$ cat src/pkg/sfs_map.svh
// Constants for the safety function select decoder
// Summary of operation
// - Configured select word bit activates its function
// - Sixteen independently assignable selection bits per word
// - Physical safety input activates when low
// - Fieldbus selection bit activates when high
// - Physical input or fieldbus bit activates
// - Any of several assigned bits activates
// - One bit may activate several functions
// - Separate select word decoded per axis
// - Separate switch/acknowledge word per axis
// - Data set switch only via second word
// - Switch takes effect without deactivating function
// - Up to seven data sets per function
// - Active data set tracked per function
// - Boot data set used until switchover
// - Boot data set index is configurable
// - Activation forces safe state and error 1013
// - Last accepted switch and rejected function code reported in status word
// - Acknowledge only on rising edge bit 8
// - Low five bits carry function code
// - Bits five to seven carry set index
`ifndef SFS_MAP_SVH
`define SFS_MAP_SVH
`define SFS_NAXES       2
`define SFS_NFUNC       16
`define SFS_WBITS       16
`define SFS_CODE_LSB    0
`define SFS_CODE_MSB    4
`define SFS_SET_LSB     5
`define SFS_SET_MSB     7
`define SFS_ACK_BIT     8
`define SFS_SET_MIN     3'h1
`define SFS_SET_MAX     3'h7
`define SFS_BOOT_RST    3'h1
`define SFS_ERR_CODE    16'h03f5
`define SFS_ERR_NONE    16'h0000
`define SFS_LAST_LSB    8
`define SFS_WORD_ZERO   16'h0000
`endif

$ cat src/pkg/sfs_pkg.sv
// Types for the safety function select decoder
package sfs_pkg;
	typedef logic [15:0] sfs_word_t;
	typedef logic [15:0] sfs_fmask_t;
	typedef logic [2:0]  sfs_set_t;

	typedef struct packed {
		sfs_word_t select_word;
		sfs_word_t switch_word;
	} sfs_ctrl_t;

	typedef enum logic [1:0] {
		SFS_RUN   = 2'b00,
		SFS_SAFE  = 2'b01
	} sfs_axis_st_t;
endpackage

$ cat src/hw/sfs_axis.sv
// Per-axis decoder: activation, data set tracking, acknowledge
`timescale 1ns/1ps
`include "sfs_map.svh"
module sfs_axis
	import sfs_pkg::*;
(
	input  wire logic                    core_clk,
	input  wire logic                    sys_rst,
	input  wire logic                    clk_en,
	input  wire logic                    cycle_valid,
	input  wire sfs_pkg::sfs_ctrl_t      ctrl,
	input  wire sfs_pkg::sfs_fmask_t     phys_in_n,
	input  wire sfs_pkg::sfs_fmask_t     phys_conn,
	input  wire sfs_pkg::sfs_fmask_t     bit_map [`SFS_NFUNC],
	input  wire sfs_pkg::sfs_set_t       boot_set,
	input  wire sfs_pkg::sfs_fmask_t     set_valid [`SFS_NFUNC],
	output sfs_pkg::sfs_fmask_t          active,
	output sfs_pkg::sfs_fmask_t          latched,
	output logic [47:0]                  set_idx,
	output sfs_pkg::sfs_word_t           status_word,
	output logic                         safe_state,
	output sfs_pkg::sfs_word_t           error_code
);
	import sfs_pkg::*;

	typedef struct packed {
		sfs_word_t     sel;
		sfs_word_t     sw;
		logic          ack_prev;
		sfs_fmask_t    act;
		sfs_fmask_t    lat;
		logic [47:0]   sets;
		logic [4:0]    err_fn;
		logic [7:0]    last_sw;
		logic          boot_done;
		sfs_axis_st_t  st;
		logic          safe;
		sfs_word_t     err;
	} sfs_axis_state_t;

	sfs_axis_state_t s_r;
	sfs_axis_state_t s_nxt;

	// Decode of a function code into a one-hot function bit
	function automatic sfs_fmask_t code_onehot(input logic [4:0] code);
		sfs_fmask_t m;
		m = '0;
		if (code != 5'h00 && code <= 5'h10)
			m[4'(code - 5'h01)] = 1'b1;
		return m;
	endfunction

	sfs_fmask_t req;
	logic       ack_rise;
	logic [4:0] code;
	sfs_set_t   nset;
	sfs_fmask_t fn_hit;

	// ------------------------------------------------------------
	// Request decode
	// ------------------------------------------------------------
	genvar g;
	generate
		for (g = 0; g < `SFS_NFUNC; g++)
		begin : g_fn
			assign req[g] = (|(s_r.sel & bit_map[g]))
				| (phys_conn[g] & ~phys_in_n[g]);
		end
	endgenerate

	assign ack_rise = s_r.sw[`SFS_ACK_BIT] & ~s_r.ack_prev;
	assign code     = s_r.sw[`SFS_CODE_MSB:`SFS_CODE_LSB];
	assign nset     = s_r.sw[`SFS_SET_MSB:`SFS_SET_LSB];
	assign fn_hit   = code_onehot(code);

	always_comb
	begin
		s_nxt = s_r;
		if (cycle_valid)
		begin
			s_nxt.sel = ctrl.select_word;
			s_nxt.sw  = ctrl.switch_word;
		end
		s_nxt.ack_prev = s_r.sw[`SFS_ACK_BIT];
		s_nxt.act = req;
		// Activation latches until a rising acknowledge while no longer requested
		s_nxt.lat = (s_r.lat & ~({`SFS_NFUNC{ack_rise}} & ~req)) | req;
		if (!s_r.boot_done)
		begin
			s_nxt.sets = {`SFS_NFUNC{boot_set}};
			s_nxt.boot_done = 1'b1;
		end
		else if (nset >= `SFS_SET_MIN)
		begin
			for (int i = 0; i < `SFS_NFUNC; i++)
			begin
				if (fn_hit[i])
				begin
					if (set_valid[i][nset])
					begin
						s_nxt.sets[i*3 +: 3] = nset;
						s_nxt.last_sw = {nset, code};
					end
					else
						s_nxt.err_fn = code;
				end
			end
		end
		s_nxt.st = (|s_nxt.lat) ? SFS_SAFE : SFS_RUN;
		// Registered so that the safe flag and error code leave on flops
		s_nxt.safe = |s_nxt.lat;
		s_nxt.err  = (|s_nxt.lat) ? `SFS_ERR_CODE : `SFS_ERR_NONE;
	end

	always_ff @(posedge core_clk)
	begin
		if (sys_rst)
		begin
			s_r.sel       <= `SFS_WORD_ZERO;
			s_r.sw        <= `SFS_WORD_ZERO;
			s_r.ack_prev  <= 1'b0;
			s_r.act       <= '0;
			s_r.lat       <= '0;
			s_r.sets      <= '0;
			s_r.err_fn    <= '0;
			s_r.last_sw   <= '0;
			s_r.boot_done <= 1'b0;
			s_r.st        <= SFS_RUN;
			s_r.safe      <= 1'b0;
			s_r.err       <= `SFS_ERR_NONE;
		end
		else if (clk_en)
			s_r <= s_nxt;
	end

	assign active      = s_r.act;
	assign latched     = s_r.lat;
	assign set_idx     = s_r.sets;
	assign status_word = {s_r.last_sw, 3'h0, s_r.err_fn};
	assign safe_state  = s_r.safe;
	assign error_code  = s_r.err;

	a_latch_holds: assert property (@(posedge core_clk) disable iff (sys_rst)
		clk_en && req != '0 |=> (s_r.lat & $past(req)) == $past(req))
		else $error("request not latched");
	a_ack_edge: assert property (@(posedge core_clk) disable iff (sys_rst)
		clk_en && !ack_rise && s_r.boot_done |=> (s_r.lat & $past(s_r.lat)) == $past(s_r.lat))
		else $error("latch cleared without ack edge");
	a_safe_state: assert property (@(posedge core_clk) disable iff (sys_rst)
		s_r.lat != '0 |-> safe_state && error_code == `SFS_ERR_CODE)
		else $error("safe state missing");
	a_boot_set: assert property (@(posedge core_clk) disable iff (sys_rst)
		clk_en && !s_r.boot_done |=> s_r.sets[2:0] == $past(boot_set))
		else $error("boot set not loaded");
	a_sample_hold: assert property (@(posedge core_clk) disable iff (sys_rst)
		clk_en && !cycle_valid |=> $stable(s_r.sel) && $stable(s_r.sw))
		else $error("words changed without valid cycle");
	a_set_range: assert property (@(posedge core_clk) disable iff (sys_rst)
		s_r.boot_done && $past(s_r.boot_done) && boot_set != 3'h0 |-> s_r.sets[2:0] != 3'h0)
		else $error("set index zero");
	c_activate: cover property (@(posedge core_clk) req != '0 ##1 s_r.lat != '0);
	c_ack:      cover property (@(posedge core_clk) ack_rise && s_r.lat != '0);
	c_switch:   cover property (@(posedge core_clk) s_r.last_sw != '0);
endmodule

$ cat src/hw/sfs_ctrl.sv
// Two-axis safety function select decoder top
`timescale 1ns/1ps
`include "sfs_map.svh"
module sfs_ctrl
	import sfs_pkg::*;
(
	input  wire logic                core_clk,
	input  wire logic                sys_rst,
	input  wire logic                clk_en,
	input  wire logic                cycle_valid,
	input  wire sfs_pkg::sfs_ctrl_t  ctrl_ax0,
	input  wire sfs_pkg::sfs_ctrl_t  ctrl_ax1,
	input  wire sfs_pkg::sfs_fmask_t phys_in_n_ax0,
	input  wire sfs_pkg::sfs_fmask_t phys_in_n_ax1,
	input  wire sfs_pkg::sfs_fmask_t phys_conn,
	input  wire sfs_pkg::sfs_fmask_t bit_map [`SFS_NFUNC],
	input  wire sfs_pkg::sfs_fmask_t set_valid [`SFS_NFUNC],
	input  wire sfs_pkg::sfs_set_t   boot_set,
	output sfs_pkg::sfs_fmask_t      active_ax0,
	output sfs_pkg::sfs_fmask_t      active_ax1,
	output sfs_pkg::sfs_word_t       status_ax0,
	output sfs_pkg::sfs_word_t       status_ax1,
	output logic [47:0]              sets_ax0,
	output logic [47:0]              sets_ax1,
	output logic                     safe_ax0,
	output logic                     safe_ax1,
	output sfs_pkg::sfs_word_t       err_ax0,
	output sfs_pkg::sfs_word_t       err_ax1
);
	import sfs_pkg::*;

	// Each axis keeps its own words and state
	sfs_axis u_ax0 (
		.core_clk(core_clk), .sys_rst(sys_rst), .clk_en(clk_en),
		.cycle_valid(cycle_valid), .ctrl(ctrl_ax0),
		.phys_in_n(phys_in_n_ax0), .phys_conn(phys_conn), .bit_map(bit_map),
		.boot_set(boot_set), .set_valid(set_valid),
		.active(), .latched(active_ax0), .set_idx(sets_ax0),
		.status_word(status_ax0), .safe_state(safe_ax0), .error_code(err_ax0));
	sfs_axis u_ax1 (
		.core_clk(core_clk), .sys_rst(sys_rst), .clk_en(clk_en),
		.cycle_valid(cycle_valid), .ctrl(ctrl_ax1),
		.phys_in_n(phys_in_n_ax1), .phys_conn(phys_conn), .bit_map(bit_map),
		.boot_set(boot_set), .set_valid(set_valid),
		.active(), .latched(active_ax1), .set_idx(sets_ax1),
		.status_word(status_ax1), .safe_state(safe_ax1), .error_code(err_ax1));
endmodule

$ cat config.mk
export PLATFORM = sky130hd
export DESIGN_NAME = sfs_ctrl
export DESIGN_NICKNAME = d
export VERILOG_FILES = /design/src/pkg/sfs_pkg.sv /design/src/hw/sfs_axis.sv /design/src/hw/sfs_ctrl.sv
export VERILOG_INCLUDE_DIRS = /design/src /design/src/pkg
export SDC_FILE = /design/constraint.sdc
export NUM_CORES = 1
export LEC_CHECK = 0
export ABC_AREA = 0
export BUFFER_PORTS_ARGS = -buffer_cell sky130_fd_sc_hd__buf_2
export CAP_MARGIN = 20
export CORE_AREA = 2 2 324 326
export DETAILED_ROUTE_END_ITERATION = 10
export DIE_AREA = 0 0 326 328
export PLACE_DENSITY = 0.44
export SLEW_MARGIN = 0
export SYNTH_ARGS = -nofsm -noshare
export SYNTH_HDL_FRONTEND = slang
export SYNTH_SLANG_ARGS = --single-unit
$ cat constraint.sdc
create_clock -name core_clk -period 2.4 [get_ports core_clk]
set_input_delay 0.12 -clock core_clk [delete_from_list [all_inputs] [get_ports core_clk]]
set_output_delay 0.12 -clock core_clk [all_outputs]
set_load 0.01 [all_outputs]
; Yosys cells after proc, flatten, opt, wreduce, memory -nomap -nowiden
; Cells that the tools add are included.
[word_totals]
register_bits = 241
in_bits = 631
output_inout_bits = 194
elab_cells = 594
[classes]
n_addsub = 2
order_cmp = 10
n_eq_ne = 66
muxes = 250
bitwise = 142
reduce_logical = 75
[op_table]
columns = cell, n
row1 = AND 16 bit, 36
row2 = two-way mux 13 bit, 42
row3 = OR reduction 16 bit, 34
row4 = two-way mux 8 bit, 32
row5 = two-way mux 3 bit, 62
row6 = two-way mux 5 bit, 32
row7 = inequality test 2 bit (second input constant), 66
row8 = two-way mux 16 bit, 8
row9 = AND reduction 4 bit, 32
row10 = two-way mux 61 bit, 2
row11 = binary-select mux 1 bit (select 3 bit), 32
row12 = two-way mux 48 bit, 2
row13 = inverter 16 bit, 4
row14 = AND 1 bit, 34
row15 = two-way mux 1 bit, 34
row16 = inverter 1 bit, 34
row17 = bitwise OR 1 bit, 32
row18 = bitwise OR 16 bit, 2
row19 = two-way mux 10 bit, 2
row20 = <= comparator 5 bit (second input constant), 2
row21 = less-than comparator 3 x 5 -> 1 bit (second input constant), 2
row22 = less-than comparator 4 x 5 -> 1 bit (second input constant), 2
row23 = nonzero test 5 bit, 2
row24 = demux 1 bit (select 4 bit), 2
row25 = 6 further kinds, 13

; Depth between registers and ports, before layout
; Gate-level depths: netlist of the first run.
[logic_depth]
depth_word = 47
mapped_depth = 11

; Cells and area by module
; Synthesis of the first run repeated with hierarchy kept, for this count alone.
[hier_totals]
hier_cells = 2120
hier_area_um2 = 18012.3
[by_module_without_submodules]
columns = module, n_inst, cells_per_inst, area_per_inst_um2, seq_area_each_um2
row1 = sfs_axis, 2, 1060, 9006.1, 2422.3

; Least setup slack after synthesis of the first run
; OpenSTA, ideal clock, no wires.
[synth_timing]
path_type = flip-flop to flip-flop
from = register u_ax0.s_r (netlist bit u_ax0.nset[0])
to = register u_ax0.s_r (netlist bit u_ax0.status_word[14])
setup_ns = 0.103
arrival_ns = 2.276
path_slack_ns = 0.020
path_stages_with_launch = 10
path_buffers = 2
period_less_slack_ns = 2.380
cell_sequence = dfxtp_1 buf_6 buf_12 mux4_2 mux2_4 nand3_2 nand4_4 nor3_4 a21oi_1 a2111oi_2
[synth_between]
elab_chain_cells = 42
[synth_rtl]
columns = element, line
row1 = from (decl), sfs_axis.sv:41  ; sfs_axis_state_t s_r;
row2 = from (signal assigned), sfs_axis.sv:133  ; s_r <= s_nxt;
row3 = binary-select mux 1 bit (select 3 bit), sfs_axis.sv:99  ; if (set_valid[i][nset])
row4 = two-way mux 1 bit (implied by the code), sfs_axis.sv:99
row5 = two-way mux 8 bit, sfs_axis.sv:99
row6 = two-way mux 16 bit, sfs_axis.sv:97  ; if (fn_hit[i])
row7 = two-way mux 16 bit, sfs_axis.sv:93  ; else if (nset >= `SFS_SET_MIN)
row8 = two-way mux 16 bit, sfs_axis.sv:88  ; if (!s_r.boot_done)
row9 = two-way mux 8 bit, sfs_axis.sv:99
row10 = two-way mux 13 bit, sfs_axis.sv:97
row11 = [... 26 more ...], -
row12 = two-way mux 13 bit, sfs_axis.sv:93
row13 = two-way mux 13 bit, sfs_axis.sv:88
row14 = two-way mux 8 bit, sfs_axis.sv:99
row15 = two-way mux 13 bit, sfs_axis.sv:97
row16 = two-way mux 8 bit, sfs_axis.sv:99
row17 = two-way mux 13 bit, sfs_axis.sv:97
row18 = two-way mux 8 bit, sfs_axis.sv:99
row19 = two-way mux 13 bit, sfs_axis.sv:97
; Parallel ways exist; a longest one is shown, timed or not. The select of a mux whose other input is x is not followed.
; A chain may end at the register's enable or synchronous reset.

; Worst setup path after layout of the first run
; Ends and elaborated chain as after synthesis.

==> results of run 1 <==
[cell families (layout without fill, tap and decap cells)]
group | Yosys count | in the layout
other cells | 1 | 32
compound gates | 515 | 515
mux | 206 | 206
simple gates | 625 | 625
buf+inv | 384 | 1146
flops | 209 | 209
[cell type report]
| type | instances | area (µm²) |
|---|---|---|
| diodes | 10 | 25.0 |
| clock buffers | 41 | 852 |
| clock inverters | 15 | 193 |
| fillers | 11447 | 78400 |
| inverters | 26 | 101 |
| multi-input cells | 1368 | 10300 |
| flip-flops and latches | 209 | 4230 |
| well taps | 1380 | 1730 |
| repair buffers | 1064 | 7400 |
[sequential cells by signal, indices dropped and copies added (netlist names)]
register,flops
u_ax1.s_nxt,1
u_ax1.set_idx,48
u_ax0.set_idx,48
u_ax0.error_code,1
u_ax1.s_r,17
u_ax0.latched,16
u_ax0.code,5
u_ax1.nset,3
u_ax1.code,5
u_ax1.latched,16
u_ax0.s_r,18
u_ax0.s_nxt,1
u_ax0.status_word,13
u_ax0.nset,3
u_ax1.error_code,1
u_ax1.status_word,13
[worst register-to-register path, cell delays in order (launching register included)]
cell       delay, ns
dfxtp_4         0.39
buf_12          0.14
mux4_2          0.50
mux2_4          0.29
a22oi_2         0.22
a31oi_4         0.13
nor3_4          0.29
a21oi_2         0.09
a2111oi_2       0.36
[power by group through the flow]
stage	sequential, mW	clock [mW]	combinational (mW)
6_report	3.91	4.71	3.99
5_1_grt	3.93	5.03	4.23
4_1_cts	3.90	4.89	3.77
3_5_place_dp	3.97	0	3.54
3_3_place_gp	3.97	0	3.58
2_1_floorplan	3.85	0	1.82
[per-stage QoR]
step | cell area [µm²] | hold slack (ns) | total power [mW]
3_3_place_gp | 21500 | 0.368 | 7.55
4_1_cts | 23800 | 0.000567 | 12.6
2_1_floorplan | 15900 | 0.256 | 5.67
3_5_place_dp | 21500 | 0.368 | 7.52
6_report | 24800 | -0.00453 | 12.6
5_1_grt | 24800 | 0.0114 | 13.2
[final timing paths]
path	from	to	slack [ns]	depth (start not counted)
worst max-delay path	u_ax0.nset[0]	u_ax0.status_word[14]	-0.12	8
worst min-delay path	bit_map[15]	u_ax1.latched[15]	-0.005	5
worst max register to register	u_ax0.nset[0]	u_ax0.status_word[14]	-0.12	8
worst min register to register	u_ax0.status_word[10]	u_ax0.status_word[10]	0.46	2
[cells in the final DEF (no fill, tap or decap), drive strengths merged, types with 7 or more instances in the layout]
cell type and count:
buf 985, nand2 215, dfxtp 209, nor2 181, mux2i 168, a22oi 108, a21oi 104, dlygate4sd3 74
a222oi 59, a221oi 49, nand3 48, a22o 46, clkbuf 45, a311oi 38, and3 36, o21ai 34
mux4 31, nor2b 28, nand4 26, inv 25, conb 22, nor3 16, a211oi 14, nand2b 12
diode 10, a21o 9, and4 8, clkinv 8, and2 8, nand3b 7, nor4 7, a31oi 7
or3 7, mux2 7
[repair_timing]
action / in CTS / in global routing
pin swaps: 20 / 69
hold buffers: 75 / 0
endpoints found under the hold margin: 79 / 0
setup endpoints to repair: 61 / 111
setup buffers: 8 / 27
gates resized for setup: 93 / 190
gates cloned: 1 / 4
[layer usage]
layer  part of all wire  routed length (µm)
met2               0.49               53900
met5             0.0013                 141
met1               0.38               41100
met3              0.081                8830
met4              0.050                5450
==> flow_metrics.env, run 1 <==
export IMPL_cts_root_buffer="clkbuf_16"
export IMPL_grt_pass1_wl_um=150000
export IMPL_min_path_type="input pin to flop"
export IMPL_crit_path_start_kind="flop"
export IMPL_cp_slowest_stage_delay_ns=0.49
export IMPL_maxSlewHeadroom=0.534
export IMPL_wl_per_cell_um=26.6
export IMPL_first_iter_violations=1836
export IMPL_synth_simple_gate_area_frac=0.188
export IMPL_cts_tree="built"
export IMPL_worstPathArrival_ns=3.01
export IMPL_met3_usage=0.0496
export IMPL_status="complete, but fails checks"
export IMPL_cp_top_family="compound AO/OA/AOI/OAI gates"
export IMPL_fin_tns_setup_ns=-1.36
export IMPL_yosysWarnings=0
export IMPL_maxSlewViolCount=0
export IMPL_clkTransAtPathRegs_ns=0.07
export IMPL_cts_buffers=30
export IMPL_clock_sinks=209
export IMPL_pwr_share_clk=0.373
export IMPL_grt_total_usage=0.193
export IMPL_p_switching_mw=4.30
export IMPL_syn_area_um2=15800
export IMPL_grt_max_degree=96
export IMPL_antenna_found_initial=29
export IMPL_die_x_um=326
export IMPL_p_sw_frac=0.341
export IMPL_fp_row_count=118
export IMPL_yosysTopAreaCell="dfxtp_1"
export IMPL_synth_fa_ha_area_frac=0
export IMPL_synth_xor_area_frac=0
export IMPL_port_buffers=660
export IMPL_via_count=19611
export IMPL_rsz0062_at_grt="true"
export IMPL_fin_crit_sh=1.05
export IMPL_cp_required_ns=2.89
export IMPL_core_area_um2=103000
export IMPL_antenna_left=0
export IMPL_p_leak_nw=10.7
export IMPL_hold_slack_ns=-0.00453
export IMPL_remaining_drc_errors=0
export IMPL_pre_cts_slack_ns=-0.253
export IMPL_peakVddDrop_mv=0.578
export IMPL_setup_violations_final=22
export IMPL_skew_ns=0.0184
export IMPL_layout_drive_gt1_share=0.461
export IMPL_synthArstFlopShare=0
export IMPL_gp_congestion=0.951
export IMPL_area_delta_synth_final_pct=57.5
export IMPL_htree_levels=1
export IMPL_yosysSeqAreaShare=0.265
export IMPL_top_usage_layer="met2"
export IMPL_p_per_area_nw_per_um2=508
export IMPL_grt_pass1_vias=20011
export IMPL_syn_inst=1940
export IMPL_die_area_um2=107000
export IMPL_start_util=0.153
export IMPL_cp_slowest_cell="mux4_2"
export IMPL_io_pins=825
export IMPL_violations="negative hold slack, negative setup slack"
export IMPL_clock_path_buffers=3
export IMPL_grt_util_met1=0.214
export IMPL_synth_compound_area_frac=0.246
export IMPL_synth_top_family_by_area="compound AO/OA/AOI/OAI gates"
export IMPL_path_max_fanout=6
export IMPL_path_buf_inv=1
export IMPL_clk_latency_ns=0.61
export IMPL_crit_chain="buf_12 -> mux4_2 -> mux2_4 -> a22oi_2 -> a31oi_4 -> nor3_4 -> a21oi_2 -> a2111oi_2"
export IMPL_final_cells=4113
export IMPL_fp_dieH_um=328
export IMPL_overflow=0
export IMPL_muxShareOfSynthArea=0.158
export IMPL_nets=3330
export IMPL_p_comb_frac=0.316
export IMPL_synth_edff_count=0
export IMPL_dp_hpwl_um=89300
export IMPL_maxCapViolations=0
export IMPL_tightest_slew_ns=0.694
export IMPL_synth_commonest_cells="nand2_1, dfxtp_1, buf_4"
export IMPL_post_route_util=0.241
export IMPL_hold_viol_final=1
export IMPL_min_period_ns=2.52
export IMPL_endpoint_kind="flop"
export IMPL_synth_cell_types=74
export IMPL_drt_wl_total_um=109000
export IMPL_synth_area_leaders="dfxtp_1, mux2i_1, buf_4, a22oi_1, nand2_1"
export IMPL_crit_type="flop to flop"
export IMPL_synth_ff_type="dfxtp_1"
export IMPL_synth_most_common_cell="nand2_1"
export IMPL_place_inst=3939
export IMPL_fmaxAchievable_ghz=0.396
export IMPL_synth_top_area_share=0.265
export IMPL_p_int_mw=8.32
export IMPL_vias_per_cell=4.77
export IMPL_fin_ws_ns=-0.122
export IMPL_p_seq_frac=0.310
export IMPL_first_pass_iters=6
export IMPL_synth_seq_cells=209
export IMPL_syn_area_per_cell_um2=8.13
export IMPL_grt_use_met2=0.347
Note: power is estimated with default switching activity, not from simulation.
==> inputs of run 2 (changes only) <==
--- a/config.mk
+++ b/config.mk
@@ -9,10 +9,11 @@
 export ABC_AREA = 0
 export BUFFER_PORTS_ARGS = -buffer_cell sky130_fd_sc_hd__buf_2
 export CAP_MARGIN = 20
-export CORE_AREA = 2 2 324 326
+export CORE_AREA = 2 2 325 327
 export DETAILED_ROUTE_END_ITERATION = 10
-export DIE_AREA = 0 0 326 328
-export PLACE_DENSITY = 0.44
+export DIE_AREA = 0 0 327 329
+export PLACE_DENSITY = 0.43
+export RECOVER_POWER = 25
 export SLEW_MARGIN = 0
 export SYNTH_ARGS = -nofsm -noshare
 export SYNTH_HDL_FRONTEND = slang
==> constraint.sdc (replaced) <==
create_clock -name core_clk -period 2.58 [get_ports core_clk]
set_input_delay 0.129 -clock core_clk [delete_from_list [all_inputs] [get_ports core_clk]]
set_output_delay 0.129 -clock core_clk [all_outputs]
set_load 0.01 [all_outputs]
==> flow_metrics.env, run 2 (synthesis results as in run 1) <==
export IMPL_die_x_um=327
export IMPL_core_area_um2=104000
export IMPL_cpMostUsedCell="buf_12"
export IMPL_p_leak_nw=9.99
export IMPL_p_per_area_nw_per_um2=500
export IMPL_first_iter_violations=1893
export IMPL_tightest_slew_ns=0.864
export IMPL_power_mw=11.8
export IMPL_status="complete, but fails checks"
export IMPL_antenna_found_initial=27
export IMPL_crit_chain="buf_12 -> buf_4 -> mux4_2 -> mux2_4 -> nand2_4 -> nand3_4 -> nor3_4 -> buf_12 -> a21oi_4 -> a2111oi_2"
export IMPL_clock_path_buffers=3
export IMPL_cp_slowest_cell="mux4_2"
export IMPL_remaining_drc_errors=0
export IMPL_min_path_cells=5
export IMPL_fin_ws_ns=-0.0681
export IMPL_maxCapViolations=0
export IMPL_rr_worst_depth=10
export IMPL_fin_crit_sh=1.03
export IMPL_multi_input_area_um2=9780
export IMPL_setup_violations_final=8
export IMPL_worstPathArrival_ns=3.17
export IMPL_place_inst=3908
export IMPL_crit_type="flop to flop"
export IMPL_vias_per_cell=4.79
export IMPL_nets=3276
export IMPL_cts_tree="built"
export IMPL_wl_per_cell_um=27.7
export IMPL_skew_ns=0.0151
export IMPL_hold_slack_ns=0.0240
export IMPL_min_path_type="input pin to flop"
export IMPL_grt_max_degree=134
export IMPL_r2r_end="u_ax0.status_word[14]"
export IMPL_final_cell_mix="buf_2, nand2_1, buf_4, dfxtp_1, nor2_1"
export IMPL_maxSlewHeadroom=0.424
export IMPL_cp_slowest_stage_delay_ns=0.51
export IMPL_min_period_ns=2.65
export IMPL_start_util=0.151
export IMPL_io_pins=825
export IMPL_peakVddDrop_mv=0.491
export IMPL_endpoint_kind="flop"
export IMPL_grt_pass1_wl_um=152000
export IMPL_clk_latency_ns=0.63
export IMPL_grt_pass1_vias=19578
export IMPL_cp_required_ns=3.10
export IMPL_reg2reg_slack_ns=-0.07
export IMPL_crit_path_start_kind="flop"
export IMPL_dp_hpwl_um=91400
export IMPL_cp_top_family="multiplexers"
export IMPL_cts_root_buffer="clkbuf_16"
export IMPL_overflow=0
export IMPL_fillers=11819
export IMPL_path_max_fanout=5
export IMPL_path_buf_inv=3
export IMPL_fp_dieH_um=329
export IMPL_fmaxAchievable_ghz=0.378
export IMPL_grt_total_usage=0.198
export IMPL_gp_congestion=0.925
export IMPL_cts_buffers=31
export IMPL_rsz0062_at_grt="true"
export IMPL_die_area_um2=108000
export IMPL_via_count=19478
export IMPL_r2r_start="u_ax0.nset[0]"
export IMPL_worstHoldEndpoint="u_ax1.latched[12]"
export IMPL_drt_wl_total_um=113000
export IMPL_fp_row_count=119
export IMPL_clock_sinks=209
export IMPL_port_buffers=660
export IMPL_antenna_left=0
export IMPL_fin_tns_setup_ns=-0.119
export IMPL_clkTransAtPathRegs_ns=0.06
export IMPL_regArea_um2=4200
export IMPL_final_cells=4068
export IMPL_worst_hold_startpoint="bit_map[54]"
export IMPL_violations="negative setup slack"
export IMPL_area_delta_synth_final_pct=49.2
export IMPL_hold_viol_final=0
export IMPL_maxSlewViolCount=0
export IMPL_htree_levels=1
export IMPL_first_pass_iters=6
export IMPL_layout_commonest_cell="buf_2"
export IMPL_layout_drive_gt1_share=0.393
## run 2: where the power goes
group          internal, mW  switching (mW)
sequential             3.43           0.222
combinational          1.53            1.95
clock                  2.77            1.88
total                  7.72            4.05
## run 2: routing by layer
| metal | track usage | wire length (µm) | vias up |
|---|---|---|---|
| met5 | 0 | 98 | - |
| met4 | 0.0914 | 6330 | 14 |
| met3 | 0.0462 | 8960 | 305 |
| met2 | 0.356 | 55000 | 1167 |
| met1 | 0.220 | 42100 | 9460 |
| li1 | - | - | 8532 |
## run 2: stage by stage
stage / utilization / area (µm²) / setup WS (ns)
6_report: 0.226 / 23500 / -0.0681
5_1_grt: 0.225 / 23500 / -0.110
4_1_cts: 0.222 / 23200 / -0.00371
3_5_place_dp: 0.203 / 21200 / -0.101
3_3_place_gp: 0.203 / 21200 / -0.0948
2_1_floorplan: - / 15900 / 0.200
## run 2: how the worst max path moves through the flow
stage | slack (ns) | from | to | cells past startpoint
2_1_floorplan | 0.20 | u_ax0.nset[0] | u_ax0.status_word[14] | 9
3_3_place_gp | -0.09 | u_ax1.s_r[142] | u_ax1.error_code[8] | 7
3_5_place_dp | -0.10 | u_ax1.s_r[142] | u_ax1.error_code[8] | 7
4_1_cts | -0.004 | u_ax0.nset[0] | u_ax0.status_word[0] | 9
5_1_grt | -0.11 | u_ax0.nset[0] | u_ax0.status_word[14] | 10
6_report | -0.07 | u_ax0.nset[0] | u_ax0.status_word[14] | 10
## run 2: area by class of cell
type                            instances  area share
Multi-Input combinational cell       1368       0.415
Timing Repair Buffer                 1009       0.281
Sequential cell                       209       0.179
Tap cell                             1391      0.0739
Clock buffer                           36      0.0346
Clock inverter                         18      0.0109
Inverter                               26     0.00415
Antenna cell                           11     0.00117
## run 2: what timing repair did
| item | in CTS | in global routing |
|---|---|---|
| gates resized for setup | 23 | 80 |
| cloned | 1 | 1 |
| hold buffers | 79 | 1 |
| pin swaps | 1 | 20 |
| endpoints found under the setup margin | 18 | 51 |
| endpoints found under the hold margin | 77 | 1 |
| setup buffers | 1 | 15 |
## run 2: worst min-delay path, cell delays in order
cell and delay (ns):
buf_2 0.11, a222oi_1 0.09, nand3_2 0.13, mux2i_1 0.09
nor2_1 0.07
==> inputs of run 3 (changes only) <==
--- a/config.mk
+++ b/config.mk
@@ -9,12 +9,13 @@
 export ABC_AREA = 0
 export BUFFER_PORTS_ARGS = -buffer_cell sky130_fd_sc_hd__buf_2
 export CAP_MARGIN = 20
-export CORE_AREA = 2 2 325 327
+export CORE_AREA = 2 2 320 322
 export DETAILED_ROUTE_END_ITERATION = 10
-export DIE_AREA = 0 0 327 329
-export PLACE_DENSITY = 0.43
+export DIE_AREA = 0 0 322 324
+export PLACE_DENSITY = 0.46
 export RECOVER_POWER = 25
 export SLEW_MARGIN = 0
 export SYNTH_ARGS = -nofsm -noshare
 export SYNTH_HDL_FRONTEND = slang
+export SYNTH_HIERARCHICAL = 1
 export SYNTH_SLANG_ARGS = --single-unit
==> flow_metrics.env, run 3 <==
export IMPL_crit_chain="clkbuf_2 -> nand2b_1 -> buf_4 -> o22ai_1 -> buf_4 -> nor3_2 -> a2111oi_4 -> o211ai_2 -> o31a_1 -> a32oi_1 -> a21oi_1"
export IMPL_area_delta_synth_final_pct=43.1
export IMPL_tightest_slew_ns=0.938
export IMPL_via_count=19943
export IMPL_grt_pass1_vias=19657
export IMPL_first_pass_iters=5
export IMPL_min_period_ns=2.62
export IMPL_crit_type="flop to flop"
export IMPL_wl_per_cell_um=27.8
export IMPL_worstPathArrival_ns=3.04
export IMPL_cp_slowest_cell="dfxtp_4"
export IMPL_fin_ws_ns=-0.0410
export IMPL_fp_dieH_um=324
export IMPL_status="complete, but fails checks"
export IMPL_antenna_left=0
export IMPL_p_per_area_nw_per_um2=479
export IMPL_maxSlewHeadroom=0.369
export IMPL_grt_total_usage=0.205
export IMPL_cp_slowest_stage_delay_ns=0.38
export IMPL_clock_path_buffers=3
export IMPL_start_util=0.166
export IMPL_cp_required_ns=3.00
export IMPL_min_path_type="input pin to flop"
export IMPL_antenna_found_initial=45
export IMPL_gp_congestion=0.979
export IMPL_clkTransAtPathRegs_ns=0.06
export IMPL_violations="negative setup slack"
export IMPL_clock_sinks=210
export IMPL_fin_area_um2=24000
export IMPL_syn_inst=1990
export IMPL_first_iter_violations=1646
export IMPL_syn_area_um2=16800
export IMPL_grt_max_degree=74
export IMPL_cts_buffers=27
export IMPL_cts_tree="built"
export IMPL_remaining_drc_errors=0
export IMPL_place_area_um2=22000
export IMPL_path_max_fanout=6
export IMPL_maxSlewViolCount=0
export IMPL_dp_hpwl_um=95000
export IMPL_final_cell_mix="buf_2, buf_4, nand2_1, dfxtp_1, nor2_1"
export IMPL_core_area_um2=101000
export IMPL_peakVddDrop_mv=0.424
export IMPL_port_buffers=660
export IMPL_grt_pass1_wl_um=152000
export IMPL_fin_crit_sh=1.02
export IMPL_fp_row_count=117
export IMPL_layout_drive_gt1_share=0.407
export IMPL_nets=3358
export IMPL_endpoint_kind="flop"
export IMPL_htree_levels=1
export IMPL_hold_slack_ns=0.0375
export IMPL_io_pins=825
export IMPL_drt_wl_total_um=113000
export IMPL_rsz0062_at_grt="true"
export IMPL_layout_commonest_cell="buf_2"
export IMPL_die_area_um2=104000
export IMPL_yosysWarnings=6
export IMPL_cts_root_buffer="clkbuf_16"
export IMPL_syn_area_per_cell_um2=8.42
export IMPL_overflow=0
export IMPL_p_leak_nw=10.1
export IMPL_hold_viol_final=0
export IMPL_cpMostUsedCell="buf_4"
export IMPL_die_x_um=322
export IMPL_maxCapViolations=0
export IMPL_setup_violations_final=9
export IMPL_fmaxAchievable_ghz=0.382
export IMPL_crit_path_start_kind="flop"
export IMPL_clk_latency_ns=0.56
export IMPL_vias_per_cell=4.89
export IMPL_fin_tns_setup_ns=-0.176
export IMPL_skew_ns=0.0119
run 3: worst max-delay path: cells and delay by family, from the launching register on:
kind | cells | cell delay [ns]
and+or+nand+nor | 2 | 0.28
AOI/OAI and AO/OA | 6 | 1.31
DFF | 1 | 0.38
buffers and inverters | 3 | 0.49
run 3: metrics by stage:
stage,power [mW],utilization,std cells,setup slack [ns]
2_1_floorplan,5.42,-,2010,0.338
3_3_place_gp,7.21,0.218,3929,-0.369
3_5_place_dp,7.21,0.218,3929,-0.400
4_1_cts,11.6,0.235,4047,-0.0301
5_1_grt,12.0,0.237,4073,-0.152
6_report,11.5,0.237,4079,-0.0410
run 3: layout make-up:
type | count | area (µm²)
Timing Repair Buffer | 1040 | 6630
Sequential cell | 210 | 4230
Clock buffer | 34 | 732
Clock inverter | 15 | 218
Multi-Input combinational cell | 1432 | 10400
Tap cell | 1309 | 1640
Fill cell | 11346 | 77000
Antenna cell | 23 | 57.6
Inverter | 16 | 60.1
run 3: what timing repair did:
| action | 4_1_cts | 5_1_grt |
|---|---|---|
| endpoints found under the hold margin | 51 | 0 |
| pin swaps | 19 | 22 |
| gates cloned | 0 | 0 |
| setup buffers | 18 | 9 |
| hold buffers | 51 | 0 |
| resized for setup | 37 | 50 |
| setup endpoints to repair | 37 | 29 |
run 3: per-layer routing:
layer,global-route usage,vias to the layer above,share of wire
li1,-,8777,-
met5,0,-,0.00049
met1,0.228,9751,0.38
met4,0.108,10,0.062
met3,0.0363,308,0.067
met2,0.371,1097,0.49
run 3: worst paths after layout:
check / from / to / slack (ns) / depth (start not counted)
setup reg to reg: u_ax0/nset[0] / u_ax0/status_word[2] / -0.04 / 11
hold / removal: sys_rst / u_ax1/set_idx[38] / 0.04 / 2
hold reg to reg: u_ax0/latched[10] / u_ax0/latched[10] / 0.48 / 2
setup / recovery: u_ax0/nset[0] / u_ax0/status_word[2] / -0.04 / 11
run 3: power breakdown:
part	switching, mW	total [mW]	internal [mW]
combinational	2.05	3.66	1.61
sequential	0.212	3.65	3.44
clock	1.65	4.17	2.51
